**src/verilog/tea_pkg.sv**
```systemverilog
// Package: register map, field layout and codes of the event and irq-enable block
package tea_pkg;

  // ----------------------------------------------------------------
  // Register offsets
  // ----------------------------------------------------------------
  localparam logic [11:0] OFF_EVENT_CTRL   = 12'h020;
  localparam logic [11:0] OFF_IRQ_EN_CLEAR = 12'h024;
  localparam logic [11:0] OFF_IRQ_EN_SET   = 12'h028;
  localparam logic [11:0] OFF_IRQ_FLAG     = 12'h02C;
  localparam logic [11:0] OFF_EVENT_STATUS = 12'h030;

  // ----------------------------------------------------------------
  // Field positions and reset values
  // ----------------------------------------------------------------
  localparam int POS_CYCLE_POINT  = 6;
  localparam int POS_EV1_ACTION   = 3;
  localparam int POS_EV0_ACTION   = 0;
  localparam int POS_CYCLE_EO_EN  = 10;
  localparam int POS_EV_IN_EN0    = 14;
  localparam int POS_EV_IN_EN1    = 15;
  localparam logic [31:0] RST_EVENT_CTRL = 32'h0000_0000;
  localparam logic [31:0] RST_IRQ_EN     = 32'h0000_0000;
  localparam logic [31:0] RST_IRQ_FLAG   = 32'h0000_0000;
  // Implemented enable bits: channels 19:16, faults 15:11, err/cnt/trg/wrap 3:0
  localparam logic [31:0] IRQ_EN_MASK    = 32'h000F_F80F;
  localparam logic [31:0] EVCTRL_MASK    = 32'h0000_C4FF;
  localparam logic [31:0] APB_ERR_DATA   = 32'h0000_0000;

  // ----------------------------------------------------------------
  // Codes
  // ----------------------------------------------------------------
  typedef enum logic [1:0] {
    CP_BEGIN    = 2'h0,
    CP_END      = 2'h1,
    CP_BETWEEN  = 2'h2,
    CP_BOUNDARY = 2'h3
  } tea_cycle_point_t;

  localparam logic [2:0] ACT_OFF       = 3'h0;
  localparam logic [2:0] ACT_RETRIGGER = 3'h1;
  localparam logic [2:0] ACT1_DIR      = 3'h2;
  localparam logic [2:0] ACT1_STOP     = 3'h3;
  localparam logic [2:0] ACT1_DEC      = 3'h4;
  localparam logic [2:0] ACT1_PPW      = 3'h5;
  localparam logic [2:0] ACT1_PWP      = 3'h6;
  localparam logic [2:0] ACT0_COUNT    = 3'h2;
  localparam logic [2:0] ACT0_START    = 3'h3;
  localparam logic [2:0] ACT0_INC      = 3'h4;
  localparam logic [2:0] ACT0_LEVEL    = 3'h5;
  localparam logic [2:0] ACT_FAULT     = 3'h7;

  // ----------------------------------------------------------------
  // Carriers
  // ----------------------------------------------------------------
  typedef struct packed {
    logic        psel;
    logic        penable;
    logic        pwrite;
    logic [11:0] paddr;
    logic [31:0] pwdata;
  } tea_apb_req_t;

  typedef struct packed {
    logic        pready;
    logic        pslverr;
    logic [31:0] prdata;
  } tea_apb_rsp_t;

  // Counter-core commands, one-cycle pulses except the levels noted
  typedef struct packed {
    logic retrigger;
    logic stop;
    logic start;
    logic count;
    logic inc;
    logic dec;
    logic dir_down;
    logic count_level;
    logic cap_ppw;
    logic cap_pwp;
    logic fault;
  } tea_cmd_t;

  typedef struct packed {
    logic cycle_begin;
    logic cycle_end;
    logic first_cycle;
  } tea_cyc_t;

endpackage : tea_pkg

```
**src/verilog/tea_event_action.sv**
```systemverilog
// Top: event action decode, cycle event point and shared irq enables over APB
//
// Local design decision: the APB slave port.
`timescale 1ns/100ps
`default_nettype none
// Summary of operation
// - Cycle point field at bits 7:6
// - Codes begin, end, between, boundary
// - Event one action field at 5:3
// - Ev1: off, direction, stop, decrement
// - Ev1: period/width capture channel order
// - Action one starts or restarts counter
// - Event zero action field at 2:0
// - Ev0: count, start, increment
// - Ev0 level count, 6 reserved, 7 fault
// - Clear register: zero writes change nothing
// - Clear register: one clears enable
// - Set and clear share enables
// - Clear register reads enable state
// - Bits 19:16 channel match enables
// - Bits 15:11 fault and debug enables
// - Bits 3:0 err, cycle, restart, wrap
// - Cycle event at chosen point
// - Inputs act only when enabled
// - Set register: one sets enable
module tea_event_action
  import tea_pkg::*;
(
  input  wire logic                  CLK,
  input  wire logic                  RST_N,
  input  wire tea_pkg::tea_apb_req_t APB_REQ,
  output var  tea_pkg::tea_apb_rsp_t APB_RSP,
  input  wire logic                  EVENT_IN_ZERO,
  input  wire logic                  EVENT_IN_ONE,
  input  wire tea_pkg::tea_cyc_t     CYCLE_IN,
  input  wire logic [31:0]           IRQ_FLAG_SET,
  output var  tea_pkg::tea_cmd_t     CMD,
  output var  logic                  CYCLE_EVENT_OUT,
  output var  logic                  CYCLE_IRQ_POINT,
  output var  logic                  IRQ
);
  import tea_pkg::*;

  typedef struct packed {
    logic [31:0] evctrl;
    logic [31:0] irq_en;
    logic [31:0] irq_flag;
    logic        ev0_lvl;
    logic        ev1_lvl;
    logic        between;
    logic        cyc_evt;
    logic        cyc_point;
    tea_cmd_t    cmd;
    logic        irq;
    logic [31:0] prdata;
    logic        pslverr;
    logic        reserved_seen;
  } tea_st_t;

  tea_st_t st_q;
  tea_st_t st_d;
  logic    ev0_sync;
  logic    ev1_sync;
  logic    ev0_rise;
  logic    ev1_rise;
  logic    apb_wr;
  logic    apb_rd;
  logic    addr_ok;
  logic    cyc_hit;

  // ----------------------------------------------------------------
  // Helpers
  // ----------------------------------------------------------------
  function automatic logic [2:0] act_field(input logic [31:0] ctrl, input int pos);
    act_field = ctrl[pos +: 3];
  endfunction : act_field

  function automatic logic known_addr(input logic [11:0] a);
    known_addr = (a == OFF_EVENT_CTRL) || (a == OFF_IRQ_EN_CLEAR) ||
                 (a == OFF_IRQ_EN_SET) || (a == OFF_IRQ_FLAG) ||
                 (a == OFF_EVENT_STATUS);
  endfunction : known_addr

  // ----------------------------------------------------------------
  // Event pins
  // ----------------------------------------------------------------
  tea_sync u_sync0 (
    .CLK       (CLK),
    .RST_N     (RST_N),
    .async_in  (EVENT_IN_ZERO),
    .level_out (ev0_sync)
  );

  tea_sync u_sync1 (
    .CLK       (CLK),
    .RST_N     (RST_N),
    .async_in  (EVENT_IN_ONE),
    .level_out (ev1_sync)
  );

  assign ev0_rise = ev0_sync && !st_q.ev0_lvl;
  assign ev1_rise = ev1_sync && !st_q.ev1_lvl;

  // ----------------------------------------------------------------
  // Bus decode
  // ----------------------------------------------------------------
  // Zero wait states: every access completes in its first access cycle
  assign apb_wr  = APB_REQ.psel && APB_REQ.penable && APB_REQ.pwrite;
  assign apb_rd  = APB_REQ.psel && !APB_REQ.penable && !APB_REQ.pwrite;
  assign addr_ok = known_addr(APB_REQ.paddr);

  // ----------------------------------------------------------------
  // Cycle point decode
  // ----------------------------------------------------------------
  always_comb
  begin
    case (tea_cycle_point_t'(st_q.evctrl[POS_CYCLE_POINT +: 2]))
      CP_BEGIN:    cyc_hit = CYCLE_IN.cycle_begin;
      CP_END:      cyc_hit = CYCLE_IN.cycle_end;
      CP_BETWEEN:  cyc_hit = st_q.between && CYCLE_IN.cycle_begin;
      CP_BOUNDARY: cyc_hit = CYCLE_IN.cycle_end ||
                             (CYCLE_IN.cycle_begin && CYCLE_IN.first_cycle);
      default:     cyc_hit = 1'b0;
    endcase
  end

  // ----------------------------------------------------------------
  // Next state
  // ----------------------------------------------------------------
  always_comb
  begin
    logic [2:0]  act0;
    logic [2:0]  act1;
    logic        en0;
    logic        en1;
    logic [31:0] wdat;
    act0 = act_field(st_q.evctrl, POS_EV0_ACTION);
    act1 = act_field(st_q.evctrl, POS_EV1_ACTION);
    en0  = st_q.evctrl[POS_EV_IN_EN0];
    en1  = st_q.evctrl[POS_EV_IN_EN1];
    wdat = APB_REQ.pwdata;

    st_d         = st_q;
    st_d.ev0_lvl = ev0_sync;
    st_d.ev1_lvl = ev1_sync;
    st_d.cmd     = '0;
    // Direction and level-count follow the pins, not one-shot
    st_d.cmd.dir_down    = st_q.cmd.dir_down;
    st_d.cmd.count_level = 1'b0;

    // Between: gap after an end, closed by the next begin
    if (CYCLE_IN.cycle_end)
    begin
      st_d.between = 1'b1;
    end
    else if (CYCLE_IN.cycle_begin)
    begin
      st_d.between = 1'b0;
    end

    st_d.cyc_evt   = cyc_hit && st_q.evctrl[POS_CYCLE_EO_EN];
    st_d.cyc_point = cyc_hit;

    if (en0)
    begin
      case (act0)
        ACT_RETRIGGER: st_d.cmd.retrigger   = ev0_rise; // restart
        ACT0_COUNT:    st_d.cmd.count       = ev0_rise;
        ACT0_START:    st_d.cmd.start       = ev0_rise;
        ACT0_INC:      st_d.cmd.inc         = ev0_rise;
        ACT0_LEVEL:    st_d.cmd.count_level = ev0_sync;
        ACT_FAULT:     st_d.cmd.fault       = ev0_rise;
        // Reserved code acts as off, but is reported
        default:       st_d.reserved_seen   = st_q.reserved_seen || (act0 == 3'h6);
      endcase
    end

    if (en1)
    begin
      case (act1)
        ACT_RETRIGGER: st_d.cmd.retrigger = st_d.cmd.retrigger || ev1_rise; // restart
        ACT1_DIR:      st_d.cmd.dir_down  = ev1_sync;
        ACT1_STOP:     st_d.cmd.stop      = ev1_rise;
        ACT1_DEC:      st_d.cmd.dec       = ev1_rise;
        ACT1_PPW:      st_d.cmd.cap_ppw   = ev1_rise;
        ACT1_PWP:      st_d.cmd.cap_pwp   = ev1_rise;
        ACT_FAULT:     st_d.cmd.fault     = st_d.cmd.fault || ev1_rise;
        default:       st_d.cmd.stop      = 1'b0;
      endcase
    end

    // Flags: hardware set wins over software clear
    st_d.irq_flag = st_q.irq_flag;
    if (apb_wr && APB_REQ.paddr == OFF_IRQ_FLAG)
    begin
      st_d.irq_flag = st_q.irq_flag & ~wdat;
    end
    st_d.irq_flag = (st_d.irq_flag | IRQ_FLAG_SET) & IRQ_EN_MASK;

    if (apb_wr)
    begin
      case (APB_REQ.paddr)
        OFF_EVENT_CTRL:   st_d.evctrl = wdat & EVCTRL_MASK;
        OFF_IRQ_EN_CLEAR: st_d.irq_en = st_q.irq_en & ~(wdat & IRQ_EN_MASK);
        OFF_IRQ_EN_SET:   st_d.irq_en = st_q.irq_en | (wdat & IRQ_EN_MASK);
        // A new sighting in the clear cycle is kept
        OFF_EVENT_STATUS: st_d.reserved_seen = (st_q.reserved_seen && !wdat[0]) ||
                                               (en0 && act0 == 3'h6);
        default:          st_d.irq_en = st_q.irq_en;
      endcase
    end

    // Read data captured in setup, held through the access phase
    st_d.pslverr = APB_REQ.psel && !APB_REQ.penable && !addr_ok;
    if (apb_rd)
    begin
      case (APB_REQ.paddr)
        OFF_EVENT_CTRL:   st_d.prdata = st_q.evctrl;
        OFF_IRQ_EN_CLEAR: st_d.prdata = st_q.irq_en & IRQ_EN_MASK;
        OFF_IRQ_EN_SET:   st_d.prdata = st_q.irq_en & IRQ_EN_MASK;
        OFF_IRQ_FLAG:     st_d.prdata = st_q.irq_flag;
        OFF_EVENT_STATUS: st_d.prdata = {30'h0, st_q.reserved_seen, st_q.between};
        default:          st_d.prdata = APB_ERR_DATA;
      endcase
    end

    st_d.irq = |(st_d.irq_flag & st_d.irq_en);
  end

  // ----------------------------------------------------------------
  // State register
  // ----------------------------------------------------------------
  always_ff @(posedge CLK or negedge RST_N)
  begin
    if (!RST_N)
    begin
      st_q          <= '0;
      st_q.evctrl   <= RST_EVENT_CTRL;
      st_q.irq_en   <= RST_IRQ_EN;
      st_q.irq_flag <= RST_IRQ_FLAG;
    end
    else
    begin
      st_q <= st_d;
    end
  end

  // ----------------------------------------------------------------
  // Outputs
  // ----------------------------------------------------------------
  // Zero wait states, so ready is a constant
  assign APB_RSP = '{pready:  1'b1,
                     pslverr: st_q.pslverr && APB_REQ.psel && APB_REQ.penable,
                     prdata:  st_q.prdata};
  assign CMD             = st_q.cmd;
  assign CYCLE_EVENT_OUT = st_q.cyc_evt;
  assign CYCLE_IRQ_POINT = st_q.cyc_point;
  assign IRQ             = st_q.irq;
endmodule : tea_event_action
`default_nettype wire

```
**src/verilog/tea_sync.sv**
```systemverilog
// Three-stage synchroniser with agreement filter for event pins
`timescale 1ns/100ps
`default_nettype none
module tea_sync (
  input  wire logic CLK,
  input  wire logic RST_N,
  input  wire logic async_in,
  output var  logic level_out
);
  typedef struct packed {
    logic s1;
    logic s2;
    logic s3;
    logic lvl;
  } tea_sync_st_t;

  tea_sync_st_t st_q;
  tea_sync_st_t st_d;

  // ----------------------------------------------------------------
  // Next state
  // ----------------------------------------------------------------
  always_comb
  begin
    st_d    = st_q;
    st_d.s1 = async_in;
    st_d.s2 = st_q.s1;
    st_d.s3 = st_q.s2;
    // Level moves only once stages two and three agree
    if (st_q.s2 == st_q.s3)
    begin
      st_d.lvl = st_q.s3;
    end
  end

  always_ff @(posedge CLK or negedge RST_N)
  begin
    if (!RST_N)
    begin
      st_q <= '0;
    end
    else
    begin
      st_q <= st_d;
    end
  end

  assign level_out = st_q.lvl;
endmodule : tea_sync
`default_nettype wire

```
**config.mk**
```make
export PLATFORM = sky130hd
export DESIGN_NAME = tea_event_action
export DESIGN_NICKNAME = d
export VERILOG_FILES = /design/src/verilog/tea_pkg.sv /design/src/verilog/tea_event_action.sv /design/src/verilog/tea_sync.sv
export SDC_FILE = /design/constraint.sdc
export NUM_CORES = 1
export LEC_CHECK = 0
export BUFFER_PORTS_ARGS = -buffer_cell sky130_fd_sc_hd__buf_2
export CAP_MARGIN = 15
export CORE_UTILIZATION = 48
export CTS_BUF_LIST = sky130_fd_sc_hd__clkbuf_4 sky130_fd_sc_hd__clkbuf_8
export CTS_CLUSTER_DIAMETER = 50
export CTS_CLUSTER_SIZE = 24
export DETAILED_ROUTE_END_ITERATION = 10
export PLACE_DENSITY = 0.84
export SLEW_MARGIN = 20
export SYNTH_ARGS = -nofsm -noshare
export SYNTH_HDL_FRONTEND = slang
export SYNTH_SLANG_ARGS = --single-unit
```
**constraint.sdc**
```tcl
create_clock -name CLK -period 1.3 [get_ports CLK]
set_input_delay 0 -clock CLK [delete_from_list [all_inputs] [get_ports CLK]]
set_output_delay 0 -clock CLK [all_outputs]
set_load 0.1 [all_outputs]
```
Word level (Yosys, flattened, before mapping) --
Cells that the tools add are included.
Cells by class: equal/unequal tests 24, mux-type cells 31, bitwise logic cells 7, reductions and logical operators 37
Operators with widths (number):
- case mux 20 bit (4 select lines) | 1
- case mux 32 bit (2 select lines) | 1
- equality test 12 x 6 -> 1 bit, second input constant | 5
- bitwise AND 20 x 32 -> 32 bit | 1
- bitwise AND 32 bit | 1
- 2-to-1 mux 32 bit | 1
- NOT 20 -> 32 bit | 1
- OR 32 x 20 -> 32 bit | 1
- OR reduction 32 bit | 1
- equality test 3 bit, second input constant | 8
- 2-to-1 mux 1 bit | 22
- bitwise AND 20 bit | 1
- 2-to-1 mux 20 bit | 1
- NOT 20 bit | 1
- OR 20 bit | 1
- logical AND 1 bit | 15
- equality test 3 x 2 -> 1 bit, second input constant | 4
- logical OR 1 bit | 9
- equality test 3 x 1 -> 1 bit, second input constant | 2
- logical NOT 1 bit | 6
- 2-to-1 mux 3 bit | 2
- OR reduction 6 bit | 1
- equality test 2 bit, second input constant | 2
- 2-to-1 mux 2 bit | 2
- other kinds (7) | 9
Word-level totals: bits in registers 115, input port bits 86, output and inout bits 48, logic and storage cells 130

Logic depth before layout (Yosys ltp) --
Gate-level depths: netlist of the first run.
word-level depth 7, gate-level depth with buffers 8, mapped depth without buffers 6

Cells and area by module --
Synthesis of the first run repeated with hierarchy kept, for this count alone.
Second synthesis, totals: cell total of the unflattened synthesis 404, area, all modules 4083.9 um^2
By module, submodules not included:
- tea_event_action | times used 1, cells an instance 394, area each 3861.2 um^2, sequential area each 1851.8 um^2
- tea_sync | times used 2, cells an instance 5, area each 111.4 um^2, sequential area each 100.1 um^2

Worst setup path before layout of the first run --
Ideal clock, no wire load.
path type in2reg, start input port APB_REQ[41] in the netlist's numbering, end register st_q[116] in the netlist's numbering, library setup time 0.125 ns, data arrival time 1.595 ns, data required time 1.175 ns, path slack -0.419 ns, stages on the path 6, buffers on the path 2, path through nor4_4 nand4_2 buf_6 nor4_1 buf_4 mux2_2
Between the ends: word-level cells in the longest chain between the ends 2
RTL lines:
- start, declared | line tea_event_action.sv:31 | input wire tea_pkg::tea_apb_req_t APB_REQ,
- equality test 12 x 6 -> 1 bit | line tea_event_action.sv:202 | case (APB_REQ.paddr)
- AND reduction 2 bit (no line)
- end signal, assigned | line tea_event_action.sv:244 | st_q <= st_d;
- end, declared | line tea_event_action.sv:60 | tea_st_t st_q;
Every way passes these cells. A chain may end at the register's enable or synchronous reset.

==> metrics.csv, run 1 <==
metric,value,unit
worst_slack,-0.1957,ns
synth_adder_area_share,0.4871,%
ir_drop,582.3,µV
p_per_area,917.4,nW/µm²
grt.met1_usage,36.69,%
yosysWarnings,0,
synth_compound_area_share,15.13,%
grt_pass1_vias,3615,
cp.required,1.52,ns
io_buffers,85,
firstDrtPassIters,5,
finalSetupTns,-1.318,ns
synthesis.area,4110,µm²
synthCells,398,
min_from,IRQ_FLAG_SET[1],
grt-ovfl-total,0,
busiest_layer,met2,
synth_common_cells,"82 x dfrtp_1, 45 x buf_4, 30 x nor2_1",
regToRegEndpoint,IRQ,
core_area,8258,µm²
rows,33,
synth_top_cell_area_share,49.92,%
ant_nets,0,
maxCapViolCount,0,
synth-simple-area-share,16.41,%
cts.clk_slew.worst_paths,0.09,ns
synth_ff_type,dfrtp_1,
initial_core_util,49.77,%
finalClockSkew,0.01702,ns
hold_viol_final,0,
pre_cts_slack,-0.8239,ns
whs,0.005730,ns
via_per_inst,5.773,
hold_path.class,in -> reg,
syn_area_per_cell,10.33,µm²
r2r-start,st_q[52],
wirelength,11970,µm
grtUsageMet3,5.475,%
track_usage,27.90,%
slew_viol_final,0,
synth_top_family_by_area,simple AND/OR/NAND/NOR gates,
grt_max_degree,34,
nets,625,
clockBufferDepth,2,
drtIter0Drc,299,
yosys-mux-area-fraction,6.454,%
synth.distinct_cells,49,
dpl.hpwl,7510,µm
clk_latency,0.37,ns
cts_buffers,9,
async_flop_share,100.0,%
outcome,finished with violations,
whs_path_depth,3,
hold_end,st_q[52],
total_power,5.173,mW
die_area,8937,µm²
yosysMostFrequentCell,dfrtp_1,
wl_per_cell,18.44,µm
drc_errors,0,
rsz0062_at_grt,true,
fmax,0.6686,GHz
end_kind,flop,
finish.utilization,68.29,%
synth.yosys.seq_area_share,49.92,%
finalSetupViolCount,12,
syn_to_final_growth,37.20,%
cts_sinks,82,
violations,negative setup slack,
synth_xor_xnor_area_share,0,%
critPathKind,in -> reg,
synth_seq_cells,82,
min_period_over_period,115.1,%
antenna_found_initial,0,
min_period,1.496,ns
grt_pass1_wl,18470,µm
cp.arrival,1.72,ns
cts_tree,yes,
synth_top_area_cell,dfrtp_1,
start_kind,primary input,
drive_above_1_share,43.38,%
htree_levels,3,
crit_fanout,8,
r2r_cells,4,
timing.reg2reg.setup_slack,-0.08,ns
synth_edf_count,0,
cts-root-buf,clkbuf_8,
fp.dieH,94.54,µm
place_congestion,0.8683,
die_w,94.54,µm
vias,3747,
synthTopCellsByArea,"dfrtp_1 50%, buf_4 8.2%, mux2_2 3.3%",
ios,134,
power_leakage,2.664,nW
grt_use_met2,44.57,%
antenna_cells,0,
==> flip-flops by register name, summed over array words and instances, names as in the netlist <==
register	cells
st_q	42
u_sync0.level_out	1
CYCLE_EVENT_OUT	1
u_sync1.level_out	1
CYCLE_IRQ_POINT	1
u_sync1.st_q	1
APB_RSP	18
IRQ	1
u_sync0.st_d	2
CMD	11
u_sync0.st_q	1
u_sync1.st_d	2
==> cell families (layout without fill, tap and decap cells) <==
logic type / Yosys count / in the layout
buffers and inverters: 77 / 210
multiplexers: 25 / 25
adder cells (fa/ha/maj): 2 / 2
AO/OA/AOI/OAI: 91 / 91
flip-flops: 82 / 82
AND/OR/NAND/NOR: 119 / 119
other: 2 / 15
==> how the worst max path moves through the flow <==
stage                     endpoint        start  slack (ns)  cells past startpoint
after floorplan                IRQ  APB_REQ[42]       -0.35                      7
after global placement         IRQ  APB_REQ[42]       -0.75                      8
after detailed placement       IRQ  APB_REQ[42]       -0.82                      8
after CTS                      IRQ  APB_REQ[41]       -0.16                      8
after global routing           IRQ  APB_REQ[41]       -0.24                      8
final                          IRQ  APB_REQ[41]       -0.20                      8
==> metrics by stage <==
| stage | cells | cell area, µm² |
|---|---|---|
| floorplan | 411 | 4235 |
| global placement | 607 | 4897 |
| detailed placement | 607 | 4897 |
| CTS | 649 | 5490 |
| global route | 649 | 5639 |
| finish | 649 | 5639 |
==> timing repair <==
action,CTS,global route
gates resized for setup,38,26
endpoints found under the hold margin,103,0
hold buffers,22,0
pin swaps,8,4
setup buffers,4,0
gates cloned,1,0
endpoints found under the setup margin,12,19
==> placed cells by master (no fill, tap or decap), drive strengths merged, types with 3 or more instances in the layout <==
cell	instances
mux2i	13
or3b	8
nor4	6
a211oi	5
conb	15
a21o	4
buf	157
and3	3
nand4	4
nand3	6
a2111oi	5
nor3	6
a22o	5
dlygate4sd3	22
o32a	6
a21oi	25
nand2	27
and2	6
o22ai	10
o31ai	12
nor3b	9
nor2	30
inv	17
mux2	12
clkinv	3
clkbuf	11
o21ai	11
dfrtp	82
nand2b	5
==> layer usage <==
layer  share of wire [%]  vias to the layer above  routed length (µm)
met5                   0                        -                   0
met4                 3.4                        0                 412
met3                 7.7                       39                 918
met2                  48                      225                5772
met1                  41                     1834                4861
li1                    -                     1649                   -
==> worst max-delay path, stage by stage <==
cell	delay, ns
buf_6	0.10
nor4_4	0.25
buf_4	0.18
nand4_4	0.17
o32a_1	0.36
nor3b_2	0.19
a2111oi_4	0.35
nand4_1	0.13
==> final cells by class <==
| class | count | area [µm²] |
|---|---|---|
| clock buffer | 10 | 131.4 |
| multi-input combinational | 252 | 1958 |
| tap | 105 | 131.4 |
| timing repair buffer | 180 | 1265 |
| inverter | 14 | 52.55 |
| clock inverter | 6 | 48.80 |
| fill | 579 | 2619 |
| sequential | 82 | 2052 |
==> where the power goes <==
group / switching [mW] / total [mW] / internal [mW]
sequential: 0.0156 / 2.59 / 2.58
combinational: 0.523 / 0.811 / 0.288
clock: 1.03 / 1.77 / 0.744
total: 1.56 / 5.17 / 3.61
No activity file was read; power rests on OpenSTA's default activity.
==> run 2: changes to the inputs <==
CTS_BUF_LIST = sky130_fd_sc_hd__clkbuf_8   (was sky130_fd_sc_hd__clkbuf_4 sky130_fd_sc_hd__clkbuf_8)
HOLD_SLACK_MARGIN = 0.12   (was default)
==> metrics.csv, run 2 (synthesized netlist as in run 1, its figures left out) <==
metric,value,unit,change
syn_to_final_growth,40.40,%,
placed_area,4897,µm²,unchanged
die_w,94.54,µm,unchanged
grt_pass1_vias,3603,,-0.33%
largest-register,st_q,,
outcome,finished with violations,,
stdcell_area,5771,µm²,+2.3%
p_per_area,899.1,nW/µm²,-2.0%
place_congestion,0.8683,,unchanged
cts-root-buf,clkbuf_8,,
hold_path.class,in -> reg,,
finalSetupViolCount,12,,unchanged
fp.dieH,94.54,µm,unchanged
final_common_cell,dfrtp_1,,
finalClockSkew,0.01665,ns,-0.0003671 ns
ios,134,,unchanged
io_buffers,85,,unchanged
drc_errors,0,,unchanged
r2r_cells,4,,unchanged
grt_max_degree,34,,unchanged
min_period,1.528,ns,+0.03252 ns
crit_start,APB_REQ[2],,
final_cell_mix,"82 x dfrtp_1, 80 x buf_2, 64 x buf_4",,
rows,33,,unchanged
dpl.hpwl,7510,µm,unchanged
regToRegEndpoint,IRQ,,
ant_nets,0,,unchanged
min_period_over_period,117.6,%,+2.5 points
antenna_found_initial,0,,unchanged
power_leakage,2.721,nW,+2.2%
rsz0062_at_grt,true,,
finalSetupTns,-1.141,ns,+0.1769 ns
grt_pass1_wl,18810,µm,+1.8%
cp.arrival,1.76,ns,+0.04 ns
whs,-0.008241,ns,-0.01397 ns
critPathKind,in -> reg,,
hold_viol_final,1,,+1
maxCapViolCount,0,,unchanged
cts_sinks,82,,unchanged
crit_fanout,3,,-5
r2r-start,st_q[84],,
firstDrtPassIters,5,,unchanged
total_power,5.188,mW,+0.29%
core_area,8258,µm²,unchanged
clk_latency,0.37,ns,about the same
wl_per_cell,18.59,µm,+0.83%
cts_buffers,9,,unchanged
critPathCapture,IRQ,,
grt-ovfl-total,0,,unchanged
clockBufferDepth,2,,unchanged
wirelength,12310,µm,+2.8%
pre_cts_slack,-0.8239,ns,unchanged
cts_tree,yes,,
start_kind,primary input,,
via_per_inst,5.802,,+0.50%
drtIter0Drc,388,,+30%
die_area,8937,µm²,unchanged
violations,"negative hold slack, negative setup slack",,
largest_reg_flops,42,,unchanged
timing.reg2reg.setup_slack,-0.09,ns,about the same
end_kind,flop,,
htree_levels,3,,unchanged
initial_core_util,49.77,%,unchanged
antenna_cells,0,,unchanged
cts.clk_slew.worst_paths,0.09,ns,about the same
cp.required,1.53,ns,about the same
ir_drop,560.2,µV,-3.8%
track_usage,28.05,%,+0.15 points
slew_viol_final,0,,unchanged
fmax,0.6544,GHz,-2.1%
drive_above_1_share,42.37,%,-1.0 points
vias,3841,,+2.5%
worst_slack,-0.2282,ns,-0.03252 ns
nets,638,,+2.1%
[run 2: cell count changes in the layout (fill, tap and decap cells not counted), sizes merged]
| cell | delta |
|---|---|
| clkbuf | -1 |
| dlygate4sd3 | +13 |
| inv | +1 |
[run 2: layer usage]
layer  vias to the layer above  wire (µm)  GRT usage [%]
met4                         0        415          9.343
met2                       248       5951          45.71
met5                         -          0              0
li1                       1690          -              -
met1                      1858       4870          37.41
met3                        45       1068          5.878
[run 2: what timing repair did]
item                                   CTS  global route
setup endpoints to repair               12            25
cloned                                   1             0
pin swaps                                8             5
setup buffers                            4             0
hold buffers                            34             1
gates resized for setup                 38            28
endpoints found under the hold margin  120             7
[run 2: cell type report]
| cell class | count | area (µm²) |
|---|---|---|
| tap | 105 | 131.4 |
| inverter | 14 | 52.55 |
| fill | 559 | 2487 |
| sequential | 82 | 2052 |
| timing repair buffer | 193 | 1403 |
| clock inverter | 7 | 52.55 |
| clock buffer | 9 | 123.9 |
| multi-input combinational | 252 | 1956 |
[run 2: power by group]
group	internal [mW]	leakage (nW)	switching [mW]	total [mW]
clock network	0.715	0.0962	1.03	1.75
logic	0.316	1.60	0.530	0.847
registers	2.58	1.02	0.0170	2.59
total	3.61	2.72	1.58	5.19
[run 2: worst min-delay path by stage]
stage            endpoint  slack, ns  cells past startpoint             from
4_1_cts          st_q[52]      0.002                      3  IRQ_FLAG_SET[1]
3_5_place_dp   APB_RSP[5]      -0.04                      1            RST_N
2_1_floorplan  APB_RSP[0]      -0.30                      0            RST_N
5_1_grt          st_q[52]      0.004                      3  IRQ_FLAG_SET[1]
3_3_place_gp       CMD[6]      -0.05                      1            RST_N
6_report         st_q[52]     -0.008                      3  IRQ_FLAG_SET[1]
[run 2: per-stage QoR]
stage | utilization (%) | std cells
3_3_place_gp | 59.30 | 607
3_5_place_dp | 59.30 | 607
5_1_grt | 69.88 | 662
6_report | 69.88 | 662
4_1_cts | 67.89 | 661
2_1_floorplan | - | 411
[run 2: worst max-delay path, cell delays in order]
cell and delay (ns):
buf_2 0.08, dlygate4sd3_1 0.61, inv_1 0.11, nor3_2 0.23, a21oi_1 0.18, a2111oi_4 0.40
nand4_1 0.13
==> run 3: changes to the inputs <==
==> constraint.sdc (replaced) <==
create_clock -name CLK -period 1.3 [get_ports CLK]
set_input_delay 0.13 -clock CLK [delete_from_list [all_inputs] [get_ports CLK]]
set_output_delay 0.13 -clock CLK [all_outputs]
set_load 0.005 [all_outputs]
==> metrics.csv, run 3 (synthesized netlist as in run 1, its figures left out) <==
metric,value,unit,change
grt_max_degree,83,,+140%
drtIter0Drc,331,,-15%
power_frac_seq,51.6,%,+1.6 points
min_period_over_period,126.6,%,+9.0 points
fin_cells,655,,-1.1%
finalClockSkew,0.01230,ns,-0.004358 ns
cts-root-buf,clkbuf_8,,
hold_viol_final,0,,-1
p_per_area,869.1,nW/µm²,-3.3%
initial_core_util,49.77,%,unchanged
vias,3721,,-3.1%
intPower,3.614,mW,+0.18%
min_from,IRQ_FLAG_SET[19],,
outcome,finished with violations,,
grt-ovfl-total,0,,unchanged
final_common_cell,buf_2,,
cp.arrival,1.87,ns,+0.11 ns
switching_share,27.95,%,-2.5 points
ant_nets,0,,unchanged
violations,negative setup slack,,
finalSetupTns,-3.254,ns,-2.114 ns
core_area,8258,µm²,unchanged
clockBufferDepth,2,,unchanged
grt_pass1_vias,3524,,-2.2%
whs,0.1089,ns,+0.1171 ns
nets,631,,-1.1%
antenna_cells,0,,unchanged
cts_sinks,82,,unchanged
drive_above_1_share,44.73,%,+2.4 points
cp.required,1.53,ns,about the same
total_power,5.016,mW,-3.3%
antenna_found_initial,0,,unchanged
largest-register,st_q,,
fp.dieH,94.54,µm,unchanged
r2r_cells,4,,unchanged
cts.clk_slew.worst_paths,0.09,ns,about the same
end_kind,flop,,
critPathKind,in -> reg,,
io_buffers,85,,unchanged
dpl.hpwl,7362,µm,-2.0%
power_leakage,2.707,nW,-0.53%
start_kind,primary input,,
stdcell_area,5772,µm²,about the same
worst_slack,-0.3457,ns,-0.1174 ns
pwr-share-clk,36.0,%,+2.3 points
ios,134,,unchanged
min_period,1.646,ns,+0.1174 ns
rsz0062_at_grt,true,,
place_congestion,0.8590,,-1.1%
largest_reg_flops,42,,unchanged
dp_cells,607,,unchanged
ir_drop,546.2,µV,-2.5%
clk_latency,0.37,ns,about the same
cts_buffers,9,,unchanged
slew_viol_final,0,,unchanged
finish.utilization,69.89,%,about the same
final_cell_mix,"82 x buf_2, 81 x dfrtp_1, 68 x buf_4",,
combPwrFrac,12.4,%,-3.9 points
grt_pass1_wl,17710,µm,-5.9%
syn_to_final_growth,40.43,%,about the same
placed_area,4969,µm²,+1.5%
pre_cts_slack,-0.7768,ns,+0.04712 ns
firstDrtPassIters,5,,unchanged
track_usage,26.60,%,-1.5 points
finalSetupViolCount,25,,+13
drc_errors,0,,unchanged
whs_path_depth,4,,+1
crit_start,APB_REQ[40],,
via_per_inst,5.681,,-2.1%
wl_per_cell,17.67,µm,-4.9%
crit_fanout,6,,+3
die_w,94.54,µm,unchanged
power.switching,1.402,mW,-11%
hold_path.class,in -> reg,,
rows,33,,unchanged
r2r-start,st_q[85],,
htree_levels,3,,unchanged
maxCapViolCount,0,,unchanged
die_area,8937,µm²,unchanged
cts_tree,yes,,
fmax,0.6077,GHz,-7.1%
wirelength,11580,µm,-5.9%
-- run 3: metal layers --
metal  vias to the layer above  GRT usage [%]  wire length, µm
li1                       1666              -                -
met1                      1820          35.09             4757
met2                       208          42.27             5681
met3                        27          5.878              850
met4                         0          11.62              286
met5                         -              0                0
-- run 3: worst paths after layout --
check,slack (ns),to
setup / recovery,-0.35,IRQ
hold / removal,0.11,st_q[70]
setup reg to reg,-0.11,APB_RSP[2]
hold reg to reg,0.35,u_sync0.st_d[1]
max in group asynchronous,0.61,CMD[6]
min in group asynchronous,0.34,u_sync1.st_d[1]
-- run 3: critical path, stage by stage --
cell and delay, ns:
buf_6 0.10, nor4_4 0.34, nand4_4 0.22, buf_6 0.17, o32a_1 0.29, nor3b_2 0.16
a2111oi_2 0.33, nand4_1 0.13
-- run 3: cell type report --
type	count	area (µm²)
fillers	583	2486
flip-flops and latches	82	2053
multi-input cells	252	2001
repair buffers	186	1345
well taps	105	131.4
clock buffers	9	123.9
clock inverters	7	65.06
inverters	14	52.55
-- run 3: power groups by stage --
stage	sequential (mW)	clock, mW	combinational [mW]
floorplan	2.64	0	0.229
global placement	2.64	0	0.496
detailed placement	2.64	0	0.509
CTS	2.59	1.82	0.596
global route	2.59	1.94	0.669
finish	2.59	1.81	0.620
-- run 3: timing repair --
| action | CTS | global route |
|---|---|---|
| setup endpoints to repair | 30 | 36 |
| hold endpoints to repair | 107 | 3 |
| resized for setup | 43 | 19 |
| hold buffers | 22 | 1 |
| gates cloned | 2 | 0 |
| pin swaps | 18 | 12 |
| setup buffers | 5 | 4 |
